## config.mk

```make
export PLATFORM = sky130hd
export DESIGN_NAME = fci_flash_host
export DESIGN_NICKNAME = d
export VERILOG_FILES = /design/src/hw/fci_pkg.sv /design/src/hw/fci_cycle_engine.sv /design/src/hw/fci_flash_host.sv
export SDC_FILE = /design/constraint.sdc
export NUM_CORES = 1
export LEC_CHECK = 0
export ABC_AREA = 0
export BUFFER_PORTS_ARGS = -buffer_cell sky130_fd_sc_hd__buf_2
export CAP_MARGIN = 20
export CORE_AREA = 2 2 114 116
export CTS_BUF_LIST = sky130_fd_sc_hd__clkbuf_8
export DETAILED_ROUTE_END_ITERATION = 16
export DIE_AREA = 0 0 116 118
export GPL_TIMING_DRIVEN = 0
export PLACE_DENSITY_LB_ADDON = 0.08
export SLEW_MARGIN = 20
export SYNTH_ARGS = -nofsm -noshare
export SYNTH_HDL_FRONTEND = slang
export SYNTH_SLANG_ARGS = --single-unit
```

## constraint.sdc

```tcl
create_clock -name clk_sys_in -period 4.5 [get_ports clk_sys_in]
set_input_delay 0.9 -clock clk_sys_in [delete_from_list [all_inputs] [get_ports clk_sys_in]]
set_output_delay 0.9 -clock clk_sys_in [all_outputs]
set_load 0.05 [all_outputs]
```

## src/hw/fci_pkg.sv

```systemverilog
/*
  Constants, command codes, register map and carrier types for the host-side
  flash command controller. Assumes a byte-wide flash part with asynchronous
  chip, output and write strobes, and a 125 MHz system clock.
*/
// Summary of operation
// [RL1] Reset or power-down exit means read array
// [RL2] Array mode persists until another command
// [RL3] Read array ignored while algorithm runs
// [RL4] Read commands work at any supply level
// [RL5] Identifier codes live at addresses 0 to 3
// [RL6] Upper address bits pick block lock code
// [RL7] Identifier mode lasts until next valid command
// [RL8] Status mode returns status on every read
// [RL9] Status latched on strobe fall; return high
// [RL10] Error flags accumulate until clear status
// [RL11] Clear status code 50H clears error flags
// [RL12] Erase one block by setup then confirm
// [RL13] After erase reads return status; poll ready
// [RL14] Bad erase confirm sets bits 4 and 5
// [RL15] Erase at low supply sets bits 3, 5
// [RL16] Locked block erase needs elevated unlock level
// [RL17] Program setup 40H/10H then address and byte
// [RL18] After program reads return status; poll ready
// [RL19] Program verify fails only unflipped ones
// [RL20] Program at low supply sets bits 3, 5
// [RL21] Host checks erase error, clears before recovery
// [RL22] Ready/busy low while algorithm executes
// [RL23] Command codes FF, 90, 70, 20, D0
// [RL24] Status bit 7 mirrors ready/busy pin
package fci_pkg;

  localparam logic [7:0] CMD_READ_ARRAY        = 8'hFF;
  localparam logic [7:0] CMD_READ_ID           = 8'h90;
  localparam logic [7:0] CMD_READ_STATUS       = 8'h70;
  localparam logic [7:0] CMD_CLEAR_STATUS      = 8'h50;
  localparam logic [7:0] CMD_ERASE_SETUP       = 8'h20;
  localparam logic [7:0] CMD_ERASE_CONFIRM     = 8'hD0;
  localparam logic [7:0] CMD_PROGRAM_SETUP     = 8'h40;
  localparam logic [7:0] CMD_PROGRAM_SETUP_ALT = 8'h10;

  localparam int STATUS_READY_BIT         = 7;
  localparam int STATUS_ERASE_ERROR_BIT   = 5;
  localparam int STATUS_PROGRAM_ERROR_BIT = 4;
  localparam int STATUS_SUPPLY_LOW_BIT    = 3;
  localparam int STATUS_LOCK_VIOLATION_BIT = 1;

  localparam logic [23:0] ID_MANUFACTURER_ADDR = 24'h000000;
  localparam logic [23:0] ID_DEVICE_ADDR       = 24'h000001;
  localparam logic [15:0] ID_BLOCK_LOCK_LOW    = 16'h0002;
  localparam logic [23:0] ID_MASTER_LOCK_ADDR  = 24'h000003;
  localparam int          ID_LOCK_BIT          = 0;

  localparam logic [7:0] REG_COMMAND = 8'h00;
  localparam logic [7:0] REG_ADDRESS = 8'h04;
  localparam logic [7:0] REG_WDATA   = 8'h08;
  localparam logic [7:0] REG_RESULT  = 8'h0C;
  localparam logic [7:0] REG_STATE   = 8'h10;
  localparam logic [7:0] REG_CONTROL = 8'h14;

  localparam logic [2:0] OP_READ_ARRAY   = 3'h0;
  localparam logic [2:0] OP_READ_ID      = 3'h1;
  localparam logic [2:0] OP_READ_STATUS  = 3'h2;
  localparam logic [2:0] OP_CLEAR_STATUS = 3'h3;
  localparam logic [2:0] OP_ERASE        = 3'h4;
  localparam logic [2:0] OP_PROGRAM      = 3'h5;
  localparam logic [2:0] OP_READ         = 3'h6;

  localparam int STATE_BUSY_BIT  = 0;
  localparam int STATE_READY_BIT = 1;
  localparam int STATE_ERROR_BIT = 2;
  localparam int STATE_MODE_LSB  = 4;
  localparam int CTRL_POWERDOWN_BIT = 0;
  localparam int CTRL_ELEVATED_BIT  = 1;

  localparam int CLK_MHZ          = 125;
  localparam int T_WRITE_PULSE_NS = 50;
  localparam int T_READ_ACCESS_NS = 100;
  localparam int T_RECOVER_NS     = 30;
  localparam int T_BUSY_ONSET_NS  = 100;
  localparam logic [7:0] WRITE_PULSE_CYC = 8'((T_WRITE_PULSE_NS * CLK_MHZ + 999) / 1000);
  localparam logic [7:0] READ_ACCESS_CYC = 8'((T_READ_ACCESS_NS * CLK_MHZ + 999) / 1000);
  localparam logic [7:0] RECOVER_CYC     = 8'((T_RECOVER_NS * CLK_MHZ + 999) / 1000);
  localparam logic [7:0] BUSY_ONSET_CYC  = 8'((T_BUSY_ONSET_NS * CLK_MHZ + 999) / 1000);

  typedef enum logic [1:0] {
    MODE_ARRAY,
    MODE_ID,
    MODE_STATUS
  } fci_mode_e;

  typedef struct packed {
    logic       ce_n;
    logic       oe_n;
    logic       we_n;
    logic       dq_oe;
    logic [7:0] dq;
  } fci_pins_s;

  typedef struct packed {
    logic       write;
    logic [7:0] data;
  } fci_req_s;

endpackage
```

## src/hw/fci_cycle_engine.sv

```systemverilog
/*
  One asynchronous flash bus cycle, read or write, timed in system clocks.
  Assumes the caller starts a cycle only while the engine is idle.
*/
`timescale 1ns/1ps
`default_nettype none
module fci_cycle_engine
  import fci_pkg::*;
#(
  parameter int ADDR_W = 24
) (
  input  wire logic              clk_sys_in,  // System clock.
  input  wire logic              arst_n_in,   // Asynchronous reset, active low.
  input  wire logic              start_in,    // Start a cycle, one-cycle pulse.
  input  wire fci_req_s          req_in,      // Direction and write byte.
  input  wire logic [ADDR_W-1:0] addr_in,     // Cycle address.
  input  wire logic [7:0]        dq_in,       // Data from the flash.
  output logic                   done_out,    // Cycle finished, one-cycle pulse.
  output logic [7:0]             rdata_out,   // Byte sampled by a read.
  output fci_pins_s              pins_out,    // Strobes and data drive.
  output logic [ADDR_W-1:0]      addr_out     // Address pins.
);

  typedef enum logic [1:0] {
    ENG_IDLE,
    ENG_ACTIVE,
    ENG_RECOVER
  } fci_eng_e;

  typedef struct packed {
    fci_eng_e          st;
    logic [7:0]        cnt;
    logic              write;
    logic [7:0]        rdata;
    fci_pins_s         pins;
    logic [ADDR_W-1:0] addr;
  } fci_eng_s;

  fci_eng_s s;
  fci_eng_s next_s;

  always_comb begin
    next_s = s;
    done_out = 1'b0;
    case (s.st)
      ENG_IDLE: begin
        if (start_in) begin
          next_s.st = ENG_ACTIVE;
          next_s.write = req_in.write;
          next_s.addr = addr_in;
          next_s.pins.ce_n = 1'b0;
          next_s.pins.we_n = ~req_in.write;
          next_s.pins.oe_n = req_in.write;
          next_s.pins.dq_oe = req_in.write;
          next_s.pins.dq = req_in.data;
          next_s.cnt = req_in.write ? WRITE_PULSE_CYC - 8'h01 : READ_ACCESS_CYC - 8'h01;
        end
      end
      ENG_ACTIVE: begin
        if (s.cnt == 8'h00) begin
          // The byte is latched by the flash on this rising write strobe, so data stays driven into recovery.
          next_s.pins.ce_n = 1'b1; // RL17
          next_s.pins.we_n = 1'b1;
          // Both strobes return high after every read so the next status read shows fresh contents.
          next_s.pins.oe_n = 1'b1; // RL9
          if (!s.write) begin
            next_s.rdata = dq_in;
          end
          next_s.st = ENG_RECOVER;
          next_s.cnt = RECOVER_CYC - 8'h01;
        end else begin
          next_s.cnt = s.cnt - 8'h01;
        end
      end
      default: begin
        if (s.cnt == 8'h00) begin
          next_s.pins.dq_oe = 1'b0;
          next_s.st = ENG_IDLE;
          done_out = 1'b1;
        end else begin
          next_s.cnt = s.cnt - 8'h01;
        end
      end
    endcase
  end

  always_ff @(posedge clk_sys_in or negedge arst_n_in) begin
    if (!arst_n_in) begin
      s <= '{st: ENG_IDLE, cnt: 8'h00, write: 1'b0, rdata: 8'h00,
             pins: '{ce_n: 1'b1, oe_n: 1'b1, we_n: 1'b1, dq_oe: 1'b0, dq: 8'h00},
             addr: '0};
    end else begin
      s <= next_s;
    end
  end

  assign rdata_out = s.rdata;
  assign pins_out = s.pins;
  assign addr_out = s.addr;

endmodule
`default_nettype wire

```

## src/hw/fci_flash_host.sv

```systemverilog
/*
  Host-side controller for a byte-wide flash with a command decoder and an
  internal write state machine. Software gives orders through a small register
  port; the controller sequences the flash pins and polls for completion.
  Assumes flash pin inputs are synchronous to clk_sys_in.
*/
`timescale 1ns/1ps
`default_nettype none
module fci_flash_host
  import fci_pkg::*;
#(
  parameter int ADDR_W = 24
) (
  input  wire logic              clk_sys_in,             // System clock, 125 MHz.
  input  wire logic              arst_n_in,              // Asynchronous reset, active low.
  input  wire logic [7:0]        reg_addr_in,            // Register byte address.
  input  wire logic [31:0]       reg_wdata_in,           // Register write data.
  input  wire logic              reg_wr_in,              // Register write strobe.
  input  wire logic              reg_rd_in,              // Register read strobe.
  output logic [31:0]            reg_rdata_out,          // Read data, cycle after strobe.
  output logic [ADDR_W-1:0]      flash_addr_out,         // Flash address pins.
  output logic                   flash_ce_n_out,         // Chip enable, active low.
  output logic                   flash_oe_n_out,         // Output enable, active low.
  output logic                   flash_we_n_out,         // Write enable, active low.
  output logic [7:0]             flash_dq_out,           // Data driven to the flash.
  output logic                   flash_dq_oe_out,        // High while driving data.
  input  wire logic [7:0]        flash_dq_in,            // Data from the flash.
  input  wire logic              ready_busy_n_in,        // Flash ready, low while busy.
  output logic                   powerdown_unlock_n_out, // Low puts flash in deep power-down.
  output logic                   elevated_unlock_out     // Requests elevated unlock level.
);

  if (ADDR_W < 17 || ADDR_W > 24) begin : g_addr_check
    $error("ADDR_W must lie between 17 and 24");
  end

  typedef enum logic [2:0] {
    M_IDLE,
    M_WAIT_READY,
    M_WRITE1,
    M_WRITE2,
    M_SETTLE,
    M_POLL,
    M_READ
  } fci_main_e;

  typedef struct packed {
    fci_main_e         st;
    logic [2:0]        op;
    logic              issued;
    logic [7:0]        cnt;
    logic [ADDR_W-1:0] addr;
    logic [7:0]        wdata;
    logic [7:0]        result;
    logic              error;
    fci_mode_e         mode;
    logic              powerdown;
    logic              elevated;
    logic [31:0]       rdata;
  } fci_main_s;

  fci_main_s  s;
  fci_main_s  next_s;
  logic       eng_start;
  fci_req_s   eng_req;
  logic       eng_done;
  logic [7:0] eng_rdata;
  fci_pins_s  eng_pins;

  function automatic logic [7:0] first_code(input logic [2:0] op);
    // Command codes sent in the first write cycle.
    if (op == OP_READ_ID) begin
      first_code = CMD_READ_ID; // RL23
    end else if (op == OP_READ_STATUS) begin
      first_code = CMD_READ_STATUS;
    end else if (op == OP_CLEAR_STATUS) begin
      first_code = CMD_CLEAR_STATUS; // RL11
    end else if (op == OP_ERASE) begin
      first_code = CMD_ERASE_SETUP; // RL12
    end else if (op == OP_PROGRAM) begin
      first_code = CMD_PROGRAM_SETUP; // RL17
    end else begin
      first_code = CMD_READ_ARRAY;
    end
  endfunction

  function automatic logic two_writes(input logic [2:0] op);
    two_writes = (op == OP_ERASE) || (op == OP_PROGRAM);
  endfunction

  always_comb begin
    next_s = s;
    eng_start = 1'b0;
    eng_req = '{write: 1'b1, data: first_code(s.op)};
    next_s.rdata = 32'h0000_0000;
    if (reg_rd_in) begin
      if (reg_addr_in == REG_ADDRESS) begin
        next_s.rdata = 32'(s.addr);
      end else if (reg_addr_in == REG_WDATA) begin
        next_s.rdata = {24'h00_0000, s.wdata};
      end else if (reg_addr_in == REG_RESULT) begin
        next_s.rdata = {24'h00_0000, s.result};
      end else if (reg_addr_in == REG_STATE) begin
        next_s.rdata[STATE_BUSY_BIT] = (s.st != M_IDLE);
        next_s.rdata[STATE_READY_BIT] = ready_busy_n_in;
        next_s.rdata[STATE_ERROR_BIT] = s.error;
        next_s.rdata[STATE_MODE_LSB +: 2] = s.mode;
      end else if (reg_addr_in == REG_CONTROL) begin
        next_s.rdata[CTRL_POWERDOWN_BIT] = s.powerdown;
        next_s.rdata[CTRL_ELEVATED_BIT] = s.elevated;
      end
    end
    if (reg_wr_in) begin
      if (reg_addr_in == REG_ADDRESS && s.st == M_IDLE) begin
        next_s.addr = reg_wdata_in[ADDR_W-1:0];
      end else if (reg_addr_in == REG_WDATA && s.st == M_IDLE) begin
        next_s.wdata = reg_wdata_in[7:0];
      end else if (reg_addr_in == REG_CONTROL && s.st == M_IDLE) begin
        next_s.powerdown = reg_wdata_in[CTRL_POWERDOWN_BIT];
        // The read commands are issued whatever this level is.
        next_s.elevated = reg_wdata_in[CTRL_ELEVATED_BIT]; // RL4 RL16
      end else if (reg_addr_in == REG_COMMAND && s.st == M_IDLE && !s.powerdown
                   && reg_wdata_in[2:0] <= OP_READ) begin
        next_s.op = reg_wdata_in[2:0];
        next_s.st = M_WAIT_READY;
      end
    end
    if (s.powerdown) begin
      // The flash wakes from deep power-down in array mode.
      next_s.mode = MODE_ARRAY; // RL1
    end
    case (s.st)
      M_WAIT_READY: begin
        // Read array is not recognised by a busy flash, and new algorithms must not overlap.
        if (ready_busy_n_in || !(s.op == OP_READ_ARRAY || two_writes(s.op))) begin // RL3 RL22
          next_s.st = (s.op == OP_READ) ? M_READ : M_WRITE1;
        end
      end
      M_WRITE1: begin
        eng_start = !s.issued;
        next_s.issued = 1'b1;
        if (eng_done) begin
          next_s.issued = 1'b0;
          if (two_writes(s.op)) begin
            next_s.st = M_WRITE2;
          end else if (s.op == OP_CLEAR_STATUS) begin
            // Accumulated error flags are gone in the flash, so the local summary goes too.
            next_s.error = 1'b0; // RL10 RL11
            next_s.st = M_IDLE;
          end else if (s.op == OP_READ_ARRAY) begin
            next_s.mode = MODE_ARRAY; // RL2
            next_s.st = M_READ;
          end else if (s.op == OP_READ_ID) begin
            next_s.mode = MODE_ID; // RL5 RL6 RL7
            next_s.st = M_READ;
          end else begin
            next_s.mode = MODE_STATUS; // RL8
            next_s.st = M_READ;
          end
        end
      end
      M_WRITE2: begin
        // The confirm or data write follows the setup directly, so the sequence is never malformed.
        eng_req.data = (s.op == OP_ERASE) ? CMD_ERASE_CONFIRM : s.wdata; // RL14 RL17
        eng_start = !s.issued;
        next_s.issued = 1'b1;
        if (eng_done) begin
          next_s.issued = 1'b0;
          next_s.mode = MODE_STATUS; // RL13 RL18
          next_s.cnt = BUSY_ONSET_CYC;
          next_s.st = M_SETTLE;
        end
      end
      M_SETTLE: begin
        // The busy pin needs time to fall after the last write; polling earlier could see stale ready.
        if (s.cnt == 8'h00) begin
          next_s.st = M_POLL;
        end else begin
          next_s.cnt = s.cnt - 8'h01;
        end
      end
      M_POLL: begin
        if (ready_busy_n_in) begin // RL22
          next_s.st = M_READ;
        end
      end
      M_READ: begin
        eng_req.write = 1'b0;
        eng_start = !s.issued;
        next_s.issued = 1'b1;
        if (eng_done) begin
          next_s.issued = 1'b0;
          next_s.result = eng_rdata;
          next_s.st = M_IDLE;
          if (two_writes(s.op)) begin
            if (!eng_rdata[STATUS_READY_BIT]) begin // RL24
              next_s.st = M_POLL;
            end else begin
              // Sticky summary of every failure the flash reports after an algorithm.
              next_s.error = s.error | eng_rdata[STATUS_ERASE_ERROR_BIT] // RL21 RL15 RL20
                           | eng_rdata[STATUS_PROGRAM_ERROR_BIT]        // RL19
                           | eng_rdata[STATUS_SUPPLY_LOW_BIT]
                           | eng_rdata[STATUS_LOCK_VIOLATION_BIT];
            end
          end
        end
      end
      default: begin
        next_s.issued = 1'b0;
      end
    endcase
  end

  always_ff @(posedge clk_sys_in or negedge arst_n_in) begin
    if (!arst_n_in) begin
      s <= '{st: M_IDLE, op: OP_READ_ARRAY, issued: 1'b0, cnt: 8'h00, addr: '0,
             wdata: 8'h00, result: 8'h00, error: 1'b0, mode: MODE_ARRAY, // RL1
             powerdown: 1'b0, elevated: 1'b0, rdata: 32'h0000_0000};
    end else begin
      s <= next_s;
    end
  end

  fci_cycle_engine #(
    .ADDR_W (ADDR_W)
  ) u_engine (
    .clk_sys_in (clk_sys_in),
    .arst_n_in  (arst_n_in),
    .start_in   (eng_start),
    .req_in     (eng_req),
    .addr_in    (s.addr),
    .dq_in      (flash_dq_in),
    .done_out   (eng_done),
    .rdata_out  (eng_rdata),
    .pins_out   (eng_pins),
    .addr_out   (flash_addr_out)
  );

  assign reg_rdata_out = s.rdata;
  assign flash_ce_n_out = eng_pins.ce_n;
  assign flash_oe_n_out = eng_pins.oe_n;
  assign flash_we_n_out = eng_pins.we_n;
  assign flash_dq_out = eng_pins.dq;
  assign flash_dq_oe_out = eng_pins.dq_oe;
  assign powerdown_unlock_n_out = ~s.powerdown;
  assign elevated_unlock_out = s.elevated;

endmodule
`default_nettype wire

```

# ---- Yosys cells after proc, flatten, opt, wreduce, memory -nomap -nowiden
# Index checks and enable logic that the tools add are counted.
dict set report op_classes {
  bitwise 10
  n_eq_ne 29
  addsub 2
  multipliers 0
  reduce_logical 40
  magnitude_cmp 1
  muxes 69
  shift 0
  div_mod_pow 0
}
# op count
set ops {}
lappend ops {{2-to-1 mux 8 bit} 11}
lappend ops {{2-to-1 mux 24 bit} 2}
lappend ops {{2-to-1 mux 3 bit} 15}
lappend ops {{2-to-1 mux 36 bit} 1}
lappend ops {{2-to-1 mux 6 bit} 5}
lappend ops {{zero test 8 bit} 3}
lappend ops {{2-to-1 mux 2 bit} 12}
lappend ops {{case mux 10 bit (2 select lines)} 1}
lappend ops {{== test 3 bit (second input constant)} 6}
lappend ops {{case mux 3 bit (6 select lines)} 1}
lappend ops {{AND reduction 3 bit} 6}
lappend ops {{== test 8 x 4 -> 1 bit (second input constant)} 2}
lappend ops {{== test 8 x 5 -> 1 bit (second input constant)} 2}
lappend ops {{!= test 2 bit (second input constant)} 8}
lappend ops {{case mux 8 bit (2 select lines)} 1}
lappend ops {{subtractor 8 x 1 -> 8 bit (second input constant)} 2}
lappend ops {{== test 3 x 2 -> 1 bit (second input constant)} 4}
lappend ops {{2-to-1 mux 1 bit} 12}
lappend ops {{2-to-1 mux 11 bit} 1}
lappend ops {{2-to-1 mux 9 bit} 1}
lappend ops {{== test 8 x 3 -> 1 bit (second input constant)} 1}
lappend ops {{AND reduction 2 bit} 4}
lappend ops {{nonzero test 2 bit} 4}
lappend ops {{AND reduction 7 bit} 1}
lappend ops {{22 further kinds} 45}
dict set report totals {
  register_bits 147
  n_memories 0
  elab_cells 173
  latch_bits 0
  in_bits 53
  rom_bits 0
  out_inout_bits 70
  ramBits 0
}

# ---- Depth between registers and ports, before layout
dict set report depth {
  ltp_word 11
  ltp_mapped 8
  ltp_nobuf 6
}

# ---- By module
# From an unflattened synthesis, not the netlist that was laid out.
dict set report unflattened {
  hier_cells 661
  area_unflattened_um2 6840.3
}
# module cells_each area_each_um2 seq_area_each_um2 n_inst
set by_module_without_submodules {}
lappend by_module_without_submodules {fci_flash_host 388 4227.8 2102.0 1}
lappend by_module_without_submodules {fci_cycle_engine 273 2612.5 1380.1 1}

# ---- Worst setup path after synthesis
# OpenSTA, ideal clock, no wires.
dict set report synth_path {
  path_kind {input-to-reg}
  start {input reg_addr_in[5]}
  end {register s[53] in the netlist's numbering}
  setup_ps 125
  path_slack_ps 2101
  n_path_buf 2
  required_time_ps 4375
  t_arrival_ps 2275
  cell_stages 6
  cell_sequence {nor4_1 and4b_1 nor2b_1 buf_2 buf_4 mux2_2}
}
dict set report synth_between {
  elab_chain_len 3
}
# element line_no
set synth_lines {}
lappend synth_lines {{start: declaration} fci_flash_host.sv:16} ;# input wire logic [7:0] reg_addr_in,
lappend synth_lines {{== test 8 x 3 -> 1 bit} fci_flash_host.sv:114} ;# if (reg_addr_in == REG_ADDRESS && s.st == M_IDLE) begin
lappend synth_lines {{logical AND 1 bit} fci_flash_host.sv:114}
lappend synth_lines {{AND reduction 2 bit (no line)} -}
lappend synth_lines {{end signal: assignment} fci_flash_host.sv:216} ;# s <= '{st: M_IDLE, op: OP_READ_ARRAY, issued: 1'b0, cnt: 8'h00, addr: '0,
lappend synth_lines {{end signal: assignment} fci_flash_host.sv:220} ;# s <= next_s;
lappend synth_lines {{end: declaration} fci_flash_host.sv:62} ;# fci_main_s s;
# Every way passes these cells.
# A chain may end at the register's enable or synchronous reset.

==> reports/results.ini <==
[status]
status=complete, no violations

[clock_tree]
h-tree-depth=4
cts_buffers=17
cts_tree=yes
ctsLongestPathBuffers=2
clkTransAtPathRegs_ns=0.07
postCtsSetupBuffers=0
numClockSinks=139
cts_hold_buf=0
clk_latency_ns=0.44
cts_resized=0
root_buffer=clkbuf_8

[worst_setup_path]
reg2reg_depth=7
reg2reg_from=u_engine.s[45]
reg2reg_to=u_engine.rdata_out[6]
startpoint_type=input port
crit_type=input port to flop
cp.arrival_ns=2.74
cp.required_ns=4.88
reg2reg_slack_ns=2.22
crit_fanout=10
endpoint_kind=flop

[power]
p_leak_nw=4.080
powerDensity_nw_per_um2=444.3
peakVddDrop_mv=0.3383

[logic_synthesis]
ys.flop_type=dfrtp_1
netlist_top_cells_area=dfrtp_1 51%, mux2_2 12%, buf_4 7.4%
synth_area_um2=6691
ys_top_cells_by_count=136 x dfrtp_1, 70 x mux2_2, 66 x buf_4, 38 x nor2_1, 34 x a21oi_1
yosysSeqAreaShare_pct=52.04
synth_seq_cells=139
syn_avg_cell_area_um2=11.32
synth_edf_count=0
synth.distinct_cells=62
synth_top_area_cell=dfrtp_1
synth_top_area_share_pct=50.86
yosys_warnings=0
synth_cells=591
async_reset_ff_share_pct=100.0
synth.most_common_cell=dfrtp_1

[sta]
tightest_slew_ns=0.7289
setup_tns_ns=0
slew_headroom_pct=50.72
min_period_ns=2.365
drv_slew=0
fin_crit_sh_pct=52.55
fin_worst_skew_ns=0.006192
hold_viol=0
rsz0062_at_grt=false
fmax_mhz=422.9
setup_violations=0

[hold_path]
hp-class=input port to async pin

[detailed_routing]
vias=4780
drt_first_pass_iters=5
wl_per_cell_um=16.02
drtAntennaViolNets=0
drt_drc_violations_left=0
wirelength_um=14520
drt_first_iter_violations=399
vias_per_cell=5.276

[global_routing]
grt_max_degree=93
grt_usage_pct=22.42
grt_first_pass_wirelength_um=23790
grt_overflow=0
grt_pass1_vias=4817
antenna_found_initial=1

[placed_design]
hpwl_um=10630
place_congestion=0.8753
numPortBuffers=105
dpl_cell_area_um2=7496

[die]
rows=41
die_area_um2=13690
die_w_um=116
ioPinCount=123
die_h_um=118
start_util_pct=53.90
core_area_um2=12410

[finish]
areaGrowthSynthToFinish_pct=17.80
fillers=1069
seqCellArea_um2=3482
layout.nets=779
multi_input_area_um2=2576
drive_gt1_share_pct=40.74
num_antenna_cells=0
stdcell_area_um2=7883

[flow_run]
max_cap_viol_count=0

-- report_power, final --
part           internal [mW]  switching (mW)  leakage, nW
sequential              1.40           0.139         1.84
combinational          0.377           0.598         2.03
clock                  0.538           0.449        0.202
total                   2.32            1.19         4.08
-- area by class of cell --
class / instances / area share [%]
inverter: 13 / 0.6190
timing repair buffer: 106 / 7.143
buffer: 93 / 7.746
tap: 172 / 2.730
multi-input combinational: 353 / 32.68
clock buffer: 21 / 3.667
sequential: 139 / 44.17
clock inverter: 9 / 1.238
-- through the flow --
step / util [%] / instances / hold slack (ns) / power (mW) / worst slack [ns]
detailed placement: 60.38 / 876 / 0.4857 / 2.530 / 1.641
floorplan: - / 598 / 0.4428 / 2.258 / 2.101
global route: 63.50 / 906 / 0.3495 / 3.681 / 1.907
CTS: 63.50 / 906 / 0.3404 / 3.523 / 2.099
finish: 63.50 / 906 / 0.3433 / 3.502 / 2.135
global placement: 60.08 / 875 / 0.4572 / 2.478 / 0.6406
-- routing by layer --
metal  up-vias  wire length (um)  GRT usage (%)
met5         -                12              0
met4         2               236          7.813
met3        23               864          5.510
met2       160              6831          34.94
met1      2323              6569          30.63
li1       2272                 -              -
-- flip-flops by register name (all words and copies together) (netlist names) --
| signal | cells |
|---|---|
| u_engine.pins_out | 12 |
| u_engine.rdata_out | 8 |
| reg_rdata_out | 24 |
| u_engine.addr_out | 24 |
| u_engine.s | 11 |
| s | 59 |
| elevated_unlock_out | 1 |
-- placed cells by master (no fill, tap or decap), types with 8 or more instances in the layout --
cell | Yosys | routed
nor3_1 | 13 | 13
dfrtp_1 | 136 | 136
nor2_1 | 38 | 38
nand3_1 | 11 | 11
clkbuf_8 | 0 | 21
a21oi_1 | 34 | 34
buf_4 | 66 | 66
o21ai_0 | 13 | 13
buf_2 | 5 | 109
and2_1 | 16 | 16
mux2_2 | 70 | 70
nand2b_1 | 8 | 8
nor4_1 | 9 | 9
inv_1 | 13 | 15
clkbuf_1 | 21 | 21
conb_1 | 1 | 8
mux2_4 | 8 | 8
nand2_1 | 28 | 28
-- critical path: stages --
cell	delay, ns
buf_2	0.10
nor4_1	0.39
nand3b_1	0.35
nor2_1	0.46
clkbuf_1	0.36
and2_1	0.18
-- logic make-up after synthesis --
kind of cell / count (synthesis) / synth area share, %
compound gates: 94 / 9.405
buf+inv: 106 / 9.854
flops: 139 / 52.04
fa+ha+maj: 3 / 0.5610
simple gates: 159 / 12.98
xor+xnor: 6 / 0.7853
mux: 83 / 14.32
other cells: 1 / 0.05604
-- how the worst max path moves through the flow --
stage,startpoint,to,slack [ns],depth (start not counted)
after floorplan,reg_addr_in[5],s[53],2.10,6
after global routing,reg_addr_in[5],reg_rdata_out[18],1.91,6
after CTS,reg_addr_in[1],reg_rdata_out[18],2.10,6
after global placement,arst_n_in,u_engine.rdata_out[2],0.64,1
final,reg_addr_in[5],reg_rdata_out[19],2.14,6
after detailed placement,reg_addr_in[5],reg_rdata_out[18],1.64,6
(Power assumes the default switching activity.)
